===== src/logic/sivr_consts.vh =====
// constants for the synthesizer input, pump and calibration register bank
`ifndef SIVR_CONSTS_VH
`define SIVR_CONSTS_VH
// register indices; byte address is four times the index
`define SIVR_IDX_AMP_DELAY 6'h04
`define SIVR_IDX_FORCE 6'h08
`define SIVR_IDX_DOUBLER 6'h09
`define SIVR_IDX_INPUT_MULTIPLIER 6'h0A
`define SIVR_IDX_POST_DIV 6'h0B
`define SIVR_IDX_PRE_DIV 6'h0C
`define SIVR_IDX_PUMP 6'h0E
`define SIVR_IDX_FAMP 6'h10
`define SIVR_IDX_AMP_START 6'h11
`define SIVR_IDX_FBAND 6'h13
`define SIVR_IDX_CORE 6'h14
`define SIVR_IDX_CAL_CTRL 6'h18
// reset images of whole registers, constant bits included
`define SIVR_RST_AMP_DELAY 16'h0A43
`define SIVR_RST_FORCE 16'h2000
`define SIVR_RST_DOUBLER 16'h0604
`define SIVR_RST_INPUT_MULTIPLIER 16'h10D8
`define SIVR_RST_POST_DIV 16'h0018
`define SIVR_RST_PRE_DIV 16'h5001
`define SIVR_RST_PUMP 16'h1E70
`define SIVR_RST_FAMP 16'h0080
`define SIVR_RST_AMP_START 16'h00FA
`define SIVR_RST_FBAND 16'h27B7
`define SIVR_RST_CORE 16'hF848
`define SIVR_RST_CAL_CTRL 16'h0003
// reset values of the field outputs
`define SIVR_RST_DOUBLER_EN 1'b0
`define SIVR_RST_INPUT_MULTIPLIER_VAL 5'h01
`define SIVR_RST_POST_VAL 8'h01
`define SIVR_RST_PRE_VAL 12'h001
`define SIVR_RST_PUMP_VAL 3'h7
`define SIVR_RST_DELAY_VAL 8'h0A
`define SIVR_RST_CAL_DIV 2'h3
`define SIVR_RST_FAMP_VAL 9'h080
`define SIVR_RST_START_VAL 9'h0FA
`define SIVR_RST_FBAND_VAL 8'hB7
`define SIVR_RST_CORE_VAL 3'h7
// field positions
`define SIVR_DOUBLER_BIT 12
`define SIVR_AMP_FORCE_BIT 14
`define SIVR_BAND_FORCE_BIT 11
`define SIVR_CORE_FORCE_BIT 10
`define SIVR_CAL_START_BIT 4
`endif


===== src/logic/sivr_regs.v =====
// register bank for the synthesizer reference path, pump and calibration
//
// Chosen here: register access over AHB-Lite.
`timescale 1ns/10ps
`default_nettype none
`include "sivr_consts.vh"
// What this block does
// - one-bit reference doubler enable, 1 doubles reference, resets to 0
// - five-bit multiplier, 1 bypass, 3..7 multiply, resets to 1
// - eight-bit post-divider ratio after multiplier, resets to 1
// - twelve-bit pre-divider ratio before multiplier, resets to 1
// - three-bit pump current code, reserved 2 and 6, resets to 7
// - amplitude force makes calibration use the forced amplitude, resets to 0
// - nine-bit forced amplitude value, resets to 128
// - nine-bit amplitude search start value, resets to 250
// - band force makes calibration use the forced band, resets to 0
// - eight-bit forced band value, resets to 183
// - three-bit core select names start or forced core, resets to 7
// - core force restricts calibration to the selected core, resets to 0
// - calibration clock divider code 0..3 divides by 1,2,4,8; resets to 3
// - writing 1 to calibration enable starts a frequency calibration
module sivr_regs (
  input wire i_clk,
  input wire i_reset_n,
  input wire i_hsel,
  input wire [31:0] i_haddr,
  input wire [1:0] i_htrans,
  input wire i_hwrite,
  input wire [2:0] i_hsize,
  input wire [31:0] i_hwdata,
  input wire i_hready,
  output wire [31:0] o_hrdata,
  output wire o_hreadyout,
  output wire o_hresp,
  output reg o_ref_doubler_en,
  output reg [4:0] o_input_multiplier,
  output reg [7:0] o_ref_post_div,
  output reg [11:0] o_ref_pre_div,
  output reg [2:0] o_pump_current_code,
  output reg [7:0] o_amp_cal_compare_delay,
  output reg o_amplitude_force,
  output reg o_band_force,
  output reg [8:0] o_forced_amplitude_value,
  output reg [8:0] o_amplitude_start_value,
  output reg [7:0] o_forced_band_value,
  output reg [2:0] o_core_select,
  output reg o_core_force,
  output reg [1:0] o_cal_clk_div,
  output reg o_freq_cal_start
);

  reg [15:0] amp_cal_delay_cfg;
  reg [15:0] cal_force_ctrl;
  reg [15:0] ref_doubler_cfg;
  reg [15:0] ref_multiplier_cfg;
  reg [15:0] ref_post_divider;
  reg [15:0] ref_pre_divider;
  reg [15:0] pump_current_cfg;
  reg [15:0] forced_amplitude;
  reg [15:0] amplitude_start;
  reg [15:0] forced_band;
  reg [15:0] core_select_cfg;
  reg [15:0] cal_ctrl;
  reg wr_pend;
  reg [5:0] wr_idx;
  reg [15:0] rd_data;
  reg [15:0] next_rd;
  wire [5:0] addr_idx;
  wire take;

  // word index of a byte address, shared by read and write decode
  function [5:0] sivr_idx;
    input [31:0] a;
    begin
      sivr_idx = a[7:2];
    end
  endfunction

  // write strobe for one register word in the data phase
  // shared by every register process and by the start pulse
  function sivr_hit;
    input pend;
    input [5:0] idx;
    input [5:0] want;
    begin
      sivr_hit = pend & (idx == want);
    end
  endfunction

  // transfer size is not decoded: every register is one aligned word,
  // so narrower accesses simply act on the whole word
  assign addr_idx = sivr_idx(i_haddr);
  assign take = i_hsel & i_hready & i_htrans[1];
  // zero wait states, always okay
  assign o_hreadyout = 1'b1;
  assign o_hresp = 1'b0;
  assign o_hrdata = {16'h0000, rd_data};

  // read mux; unmapped words read zero
  // the start bit reads back as zero so a read-modify-write
  // of the control word never starts a second calibration
  always @* begin
    case (addr_idx)
      `SIVR_IDX_AMP_DELAY: next_rd = amp_cal_delay_cfg;
      `SIVR_IDX_FORCE: next_rd = cal_force_ctrl;
      `SIVR_IDX_DOUBLER: next_rd = ref_doubler_cfg;
      `SIVR_IDX_INPUT_MULTIPLIER: next_rd = ref_multiplier_cfg;
      `SIVR_IDX_POST_DIV: next_rd = ref_post_divider;
      `SIVR_IDX_PRE_DIV: next_rd = ref_pre_divider;
      `SIVR_IDX_PUMP: next_rd = pump_current_cfg;
      `SIVR_IDX_FAMP: next_rd = forced_amplitude;
      `SIVR_IDX_AMP_START: next_rd = amplitude_start;
      `SIVR_IDX_FBAND: next_rd = forced_band;
      `SIVR_IDX_CORE: next_rd = core_select_cfg;
      `SIVR_IDX_CAL_CTRL: next_rd = {cal_ctrl[15:5], 1'b0, cal_ctrl[3:0]};
      default: next_rd = 16'h0000;
    endcase
  end

  // address phase capture; read data registered for the data phase
  always @(posedge i_clk or negedge i_reset_n) begin
    if (!i_reset_n) begin
      wr_pend <= 1'b0;
      wr_idx <= 6'h00;
      rd_data <= 16'h0000;
    end else begin
      wr_pend <= take & i_hwrite;
      wr_idx <= addr_idx;
      if (take & ~i_hwrite) begin
        rd_data <= next_rd;
      end
    end
  end

  // start pulse for one cycle on a write of 1
  always @(posedge i_clk or negedge i_reset_n) begin
    if (!i_reset_n) begin
      o_freq_cal_start <= 1'b0;
    end else begin
      o_freq_cal_start <= sivr_hit(wr_pend, wr_idx, `SIVR_IDX_CAL_CTRL) &
                          i_hwdata[`SIVR_CAL_START_BIT];
    end
  end

  // compare delay word; kept until rewritten or reset
  always @(posedge i_clk or negedge i_reset_n) begin
    if (!i_reset_n) begin
      amp_cal_delay_cfg <= `SIVR_RST_AMP_DELAY;
    end else if (sivr_hit(wr_pend, wr_idx, `SIVR_IDX_AMP_DELAY)) begin
      amp_cal_delay_cfg <= i_hwdata[15:0];
    end
  end

  // amplitude and band force word
  always @(posedge i_clk or negedge i_reset_n) begin
    if (!i_reset_n) begin
      cal_force_ctrl <= `SIVR_RST_FORCE;
    end else if (sivr_hit(wr_pend, wr_idx, `SIVR_IDX_FORCE)) begin
      cal_force_ctrl <= i_hwdata[15:0];
    end
  end

  // doubler word
  always @(posedge i_clk or negedge i_reset_n) begin
    if (!i_reset_n) begin
      ref_doubler_cfg <= `SIVR_RST_DOUBLER;
    end else if (sivr_hit(wr_pend, wr_idx, `SIVR_IDX_DOUBLER)) begin
      ref_doubler_cfg <= i_hwdata[15:0];
    end
  end

  // multiplier word; reserved codes are stored as written
  always @(posedge i_clk or negedge i_reset_n) begin
    if (!i_reset_n) begin
      ref_multiplier_cfg <= `SIVR_RST_INPUT_MULTIPLIER;
    end else if (sivr_hit(wr_pend, wr_idx, `SIVR_IDX_INPUT_MULTIPLIER)) begin
      ref_multiplier_cfg <= i_hwdata[15:0];
    end
  end

  // post-divider word
  always @(posedge i_clk or negedge i_reset_n) begin
    if (!i_reset_n) begin
      ref_post_divider <= `SIVR_RST_POST_DIV;
    end else if (sivr_hit(wr_pend, wr_idx, `SIVR_IDX_POST_DIV)) begin
      ref_post_divider <= i_hwdata[15:0];
    end
  end

  // pre-divider word
  always @(posedge i_clk or negedge i_reset_n) begin
    if (!i_reset_n) begin
      ref_pre_divider <= `SIVR_RST_PRE_DIV;
    end else if (sivr_hit(wr_pend, wr_idx, `SIVR_IDX_PRE_DIV)) begin
      ref_pre_divider <= i_hwdata[15:0];
    end
  end

  // pump current word
  always @(posedge i_clk or negedge i_reset_n) begin
    if (!i_reset_n) begin
      pump_current_cfg <= `SIVR_RST_PUMP;
    end else if (sivr_hit(wr_pend, wr_idx, `SIVR_IDX_PUMP)) begin
      pump_current_cfg <= i_hwdata[15:0];
    end
  end

  // forced amplitude word
  always @(posedge i_clk or negedge i_reset_n) begin
    if (!i_reset_n) begin
      forced_amplitude <= `SIVR_RST_FAMP;
    end else if (sivr_hit(wr_pend, wr_idx, `SIVR_IDX_FAMP)) begin
      forced_amplitude <= i_hwdata[15:0];
    end
  end

  // amplitude search start word
  always @(posedge i_clk or negedge i_reset_n) begin
    if (!i_reset_n) begin
      amplitude_start <= `SIVR_RST_AMP_START;
    end else if (sivr_hit(wr_pend, wr_idx, `SIVR_IDX_AMP_START)) begin
      amplitude_start <= i_hwdata[15:0];
    end
  end

  // forced band word
  always @(posedge i_clk or negedge i_reset_n) begin
    if (!i_reset_n) begin
      forced_band <= `SIVR_RST_FBAND;
    end else if (sivr_hit(wr_pend, wr_idx, `SIVR_IDX_FBAND)) begin
      forced_band <= i_hwdata[15:0];
    end
  end

  // core select word
  always @(posedge i_clk or negedge i_reset_n) begin
    if (!i_reset_n) begin
      core_select_cfg <= `SIVR_RST_CORE;
    end else if (sivr_hit(wr_pend, wr_idx, `SIVR_IDX_CORE)) begin
      core_select_cfg <= i_hwdata[15:0];
    end
  end

  // calibration control word; the start bit is masked on read
  always @(posedge i_clk or negedge i_reset_n) begin
    if (!i_reset_n) begin
      cal_ctrl <= `SIVR_RST_CAL_CTRL;
    end else if (sivr_hit(wr_pend, wr_idx, `SIVR_IDX_CAL_CTRL)) begin
      cal_ctrl <= i_hwdata[15:0];
    end
  end

  // field outputs; force values latched only when a calibration starts,
  // so mid-calibration writes to the force, start and core words cannot disturb a running search
  always @(posedge i_clk or negedge i_reset_n) begin
    if (!i_reset_n) begin
      o_ref_doubler_en <= `SIVR_RST_DOUBLER_EN;
      o_input_multiplier <= `SIVR_RST_INPUT_MULTIPLIER_VAL;
      o_ref_post_div <= `SIVR_RST_POST_VAL;
      o_ref_pre_div <= `SIVR_RST_PRE_VAL;
      o_pump_current_code <= `SIVR_RST_PUMP_VAL;
      o_amp_cal_compare_delay <= `SIVR_RST_DELAY_VAL;
      o_cal_clk_div <= `SIVR_RST_CAL_DIV;
      o_amplitude_force <= 1'b0;
      o_band_force <= 1'b0;
      o_forced_amplitude_value <= `SIVR_RST_FAMP_VAL;
      o_amplitude_start_value <= `SIVR_RST_START_VAL;
      o_forced_band_value <= `SIVR_RST_FBAND_VAL;
      o_core_select <= `SIVR_RST_CORE_VAL;
      o_core_force <= 1'b0;
    end else begin
      o_ref_doubler_en <= ref_doubler_cfg[`SIVR_DOUBLER_BIT];
      o_input_multiplier <= ref_multiplier_cfg[11:7];
      o_ref_post_div <= ref_post_divider[11:4];
      o_ref_pre_div <= ref_pre_divider[11:0];
      o_pump_current_code <= pump_current_cfg[6:4];
      o_amp_cal_compare_delay <= amp_cal_delay_cfg[15:8];
      o_cal_clk_div <= cal_ctrl[1:0];
      if (o_freq_cal_start) begin
        o_amplitude_force <= cal_force_ctrl[`SIVR_AMP_FORCE_BIT];
        o_band_force <= cal_force_ctrl[`SIVR_BAND_FORCE_BIT];
        o_forced_amplitude_value <= forced_amplitude[8:0];
        o_amplitude_start_value <= amplitude_start[8:0];
        o_forced_band_value <= forced_band[7:0];
        o_core_select <= core_select_cfg[13:11];
        o_core_force <= core_select_cfg[`SIVR_CORE_FORCE_BIT];
      end
    end
  end

endmodule
`default_nettype wire


===== config.mk =====
export PLATFORM = sky130hd
export DESIGN_NAME = sivr_regs
export DESIGN_NICKNAME = d
export VERILOG_FILES = /design/src/logic/sivr_regs.v
export VERILOG_INCLUDE_DIRS = /design/src /design/src/logic
export SDC_FILE = /design/constraint.sdc
export NUM_CORES = 1
export LEC_CHECK = 0
export BUFFER_PORTS_ARGS = -buffer_cell sky130_fd_sc_hd__buf_4
export CAP_MARGIN = 20
export CORE_MARGIN = 2
export CORE_UTILIZATION = 60
export CTS_CLUSTER_SIZE = 40
export DETAILED_ROUTE_END_ITERATION = 16
export PLACE_DENSITY = 0.87
export SYNTH_ARGS = -nofsm -noshare
export SYNTH_HDL_FRONTEND = slang
export SYNTH_SLANG_ARGS = --single-unit
export TNS_END_PERCENT = 30

===== constraint.sdc =====
create_clock -name i_clk -period 4.9 [get_ports i_clk]
set_clock_uncertainty 0.15 [all_clocks]
set_input_delay 0.49 -clock i_clk [delete_from_list [all_inputs] [get_ports i_clk]]
set_output_delay 0.49 -clock i_clk [all_outputs]
set_load 0.02 [all_outputs]

==> impl_metrics.py <==
metrics = {
    "place": {
        "placed_cells": 1172,
        "io_buffers": 115,
        "gp_congestion": 0.889,
        "post-dp-hpwl_um": 18200,
    },
    "timing": {
        "period_share_pct": 58.6,
        "setup_viol": 0,
        "finalHoldViolCount": 0,
        "hold_ws_ps": 27.9,
        "slew_headroom_pct": 19.9,
        "finalCriticalPeriod_ps": 2870,
        "max_freq_mhz": 348,
        "rsz0062_at_grt": "no",
        "drv_slew": 0,
        "setup-tns-final_ps": 0,
        "worst_pin_slew_ps": 1200,
    },
    "route": {
        "routedWlPerCell_um": 24.4,
        "drtIter0Drc": 700,
        "vias": 7806,
        "ant_nets": 0,
        "viasPerCell": 6.36,
        "first_pass_iters": 5,
        "routed_wl_um": 29900,
        "drc": 0,
    },
    "hold_path": {
        "hp-start": "i_haddr[7]",
        "hold_end": "wr_idx[5]",
        "whs_path_depth": 1,
        "hp-class": "primary input to register",
    },
    "critical_path": {
        "reg2reg_depth": 4,
        "arrival_ps": 3140,
        "max_stage_delay_ps": 840,
        "timing.rr.start": "wr_idx[5]",
        "rr_endpoint": "ref_multiplier_cfg[13]",
        "cp_num_buf_inv": 0,
        "worstPathMaxFanout": 17,
        "endpoint_kind": "register",
        "criticalPathCategory": "register to register",
        "r2r_slack_ps": 2030,
        "cpLargestDelayFamily": "simple AND/OR/NAND/NOR gates",
        "cp-start-kind": "register",
        "path_cells": "nor3b_1, and3b_1, nand3b_1, mux2_2",
        "cp.required_ps": 5170,
        "slowest_stage": "nand3b_1",
    },
    "yosys": {
        "ys_top_cells_by_area": "dfrtp_1 44%, mux2_2 21%, dfstp_2 17%, mux2i_1 2.1%, a21oi_1 1.8%",
        "synth_warnings": 0,
        "synth.avg_cell_area_um2": 14.2,
        "yosysTopAreaCell": "dfrtp_1",
        "synth-seq-cells": 286,
        "ys_seq_area_share_pct": 60.6,
        "synth-edff-count": 0,
        "yosysTopAreaCellShare_pct": 43.5,
        "synth_ff_type": "dfrtp_1",
        "syn_area_mm2": 0.0120,
        "async_flop_share_pct": 100,
        "syn_inst": 844,
        "synth_cell_types": 56,
    },
    "cts": {
        "clkTransAtPathRegs_ps": 60,
        "htreeDepth": 1,
        "cts_tree": "built",
        "cts_resized": 0,
        "numCtsBuffers": 28,
        "root_buffer": "clkbuf_16",
        "clock-sinks": 286,
        "clock_latency_ps": 540,
        "clockBufferDepth": 3,
    },
    "final_layout": {
        "final_common_cell": "mux2_2",
        "nNetsFinal": 1014,
        "final_layout_size_suffix_gt1_share_pct": 50.5,
        "instances_no_fill": 1227,
        "num_antenna_cells": 0,
        "syn2layout_area_growth_pct": 16.6,
        "final_cell_mix": "219 x mux2_2, 208 x dfrtp_1, 124 x buf_4",
        "fillers": 1244,
    },
    "power_and_ir_drop": {
        "p_leak_uw": 0.00620,
        "max-vdd-ir-drop_mv": 0.298,
        "powerDensity_mw_per_mm2": 377,
    },
    "floorplan": {
        "start_util_pct": 61.3,
        "design.core.area_mm2": 0.0195,
        "die_w_um": 145,
        "die_h_um": 145,
        "die_area_mm2": 0.0211,
        "rows": 51,
        "ioPinCount": 180,
    },
    "global_routing": {
        "grt_max_degree": 131,
        "antenna_found_initial": 1,
        "overflow": 0,
        "grt_pass1_vias": 7964,
        "grt_pass1_wl_um": 46700,
        "grtUsageTotal_pct": 28.4,
    },
    "flow_run": {
        "max_cap_violations": 0,
    },
    "run_status": {
        "outcome": "complete, no violations",
    },
}
-- per-layer routing --
metal,up-vias,wire length [um],global-route usage (%)
met3,87,2870,5.88
met5,-,13,0
li1,3236,-,-
met1,4011,12300,40.0
met2,470,13700,43.6
met4,2,1040,11.2
-- registers in the layout, summed over array words and instances (netlist names), 5 cells and up --
register	flops
ref_post_divider	16
o_amp_cal_compare_delay	8
wr_idx	6
cal_force_ctrl	16
o_ref_pre_div	12
ref_multiplier_cfg	16
core_select_cfg	16
o_amplitude_start_value	9
o_forced_amplitude_value	9
o_forced_band_value	8
o_ref_post_div	8
rd_data	16
pump_current_cfg	16
ref_pre_divider	16
o_input_multiplier	5
forced_amplitude	16
ref_doubler_cfg	16
cal_ctrl	15
amp_cal_delay_cfg	16
amplitude_start	16
forced_band	16
-- power by group --
part,switching (uW),internal [uW],leakage [uW]
Clock,889,1400,0.000482
Combinational,240,162,0.00232
Sequential,77.1,2500,0.00340
-- cells by family (layout without fill, tap and decap cells) --
kind of cell / Yosys count / in the layout / synth area share (%)
AND/OR/NAND/NOR: 87 / 87 / 4.65
multiplexers: 244 / 244 / 22.7
other: 2 / 18 / 0.0628
buffers and inverters: 83 / 185 / 3.65
AO/OA/AOI/OAI: 142 / 142 / 8.29
flip-flops: 286 / 286 / 60.6
-- what timing repair did --
action,in CTS,in global routing
hold buffers,1,0
hold endpoints to repair,84,0
setup buffers,0,0
-- worst max-delay path by stage --
stage,start,to,slack (ps),cells after the start
finish,wr_idx[5],ref_multiplier_cfg[13],2030,4
global route,wr_idx[5],ref_multiplier_cfg[10],2060,4
CTS,wr_idx[5],forced_band[14],2100,4
detailed placement,i_haddr[3],rd_data[8],1700,6
global placement,i_haddr[3],rd_data[8],1740,6
floorplan,i_haddr[7],rd_data[6],2730,8
-- cell type report --
cell class	instances	area [um^2]	area share (%)
Sequential cell	286	7250	52.0
Multi-Input combinational cell	491	4340	31.1
Timing Repair Buffer	129	1020	7.30
Clock buffer	44	852	6.11
Tap cell	265	332	2.38
Clock inverter	8	145	1.04
Inverter	4	15.0	0.108
-- per-stage QoR --
stage / total power [uW] / instance area [um^2] / utilization (%) / setup WS (ps)
detailed placement: 3010 / 12900 / 66.1 / 1700
global placement: 2990 / 12900 / 66.1 / 1740
floorplan: 2820 / 12000 / - / 2730
global route: 5420 / 14000 / 71.5 / 2060
finish: 5270 / 14000 / 71.5 / 2030
CTS: 5280 / 13900 / 71.3 / 2100
-- cells in the mapped netlist, types with 3 or more instances --
master,n
clkbuf_1,34
buf_2,16
a211oi_1,12
mux2i_1,25
nand2_1,28
nor3_1,3
nor2b_1,3
and3_1,4
o21ai_0,15
nor2_1,11
mux2_2,219
a221oi_1,14
a22o_1,16
o2bb2ai_1,7
nand3_1,4
a31oi_1,16
and4_1,3
dfrtp_1,208
dfstp_2,78
buf_4,22
and3b_1,3
a21oi_1,42
buf_1,4
inv_1,4
a22oi_1,9
buf_6,3
nor4b_1,3
No activity file was read; power rests on OpenSTA's default activity.
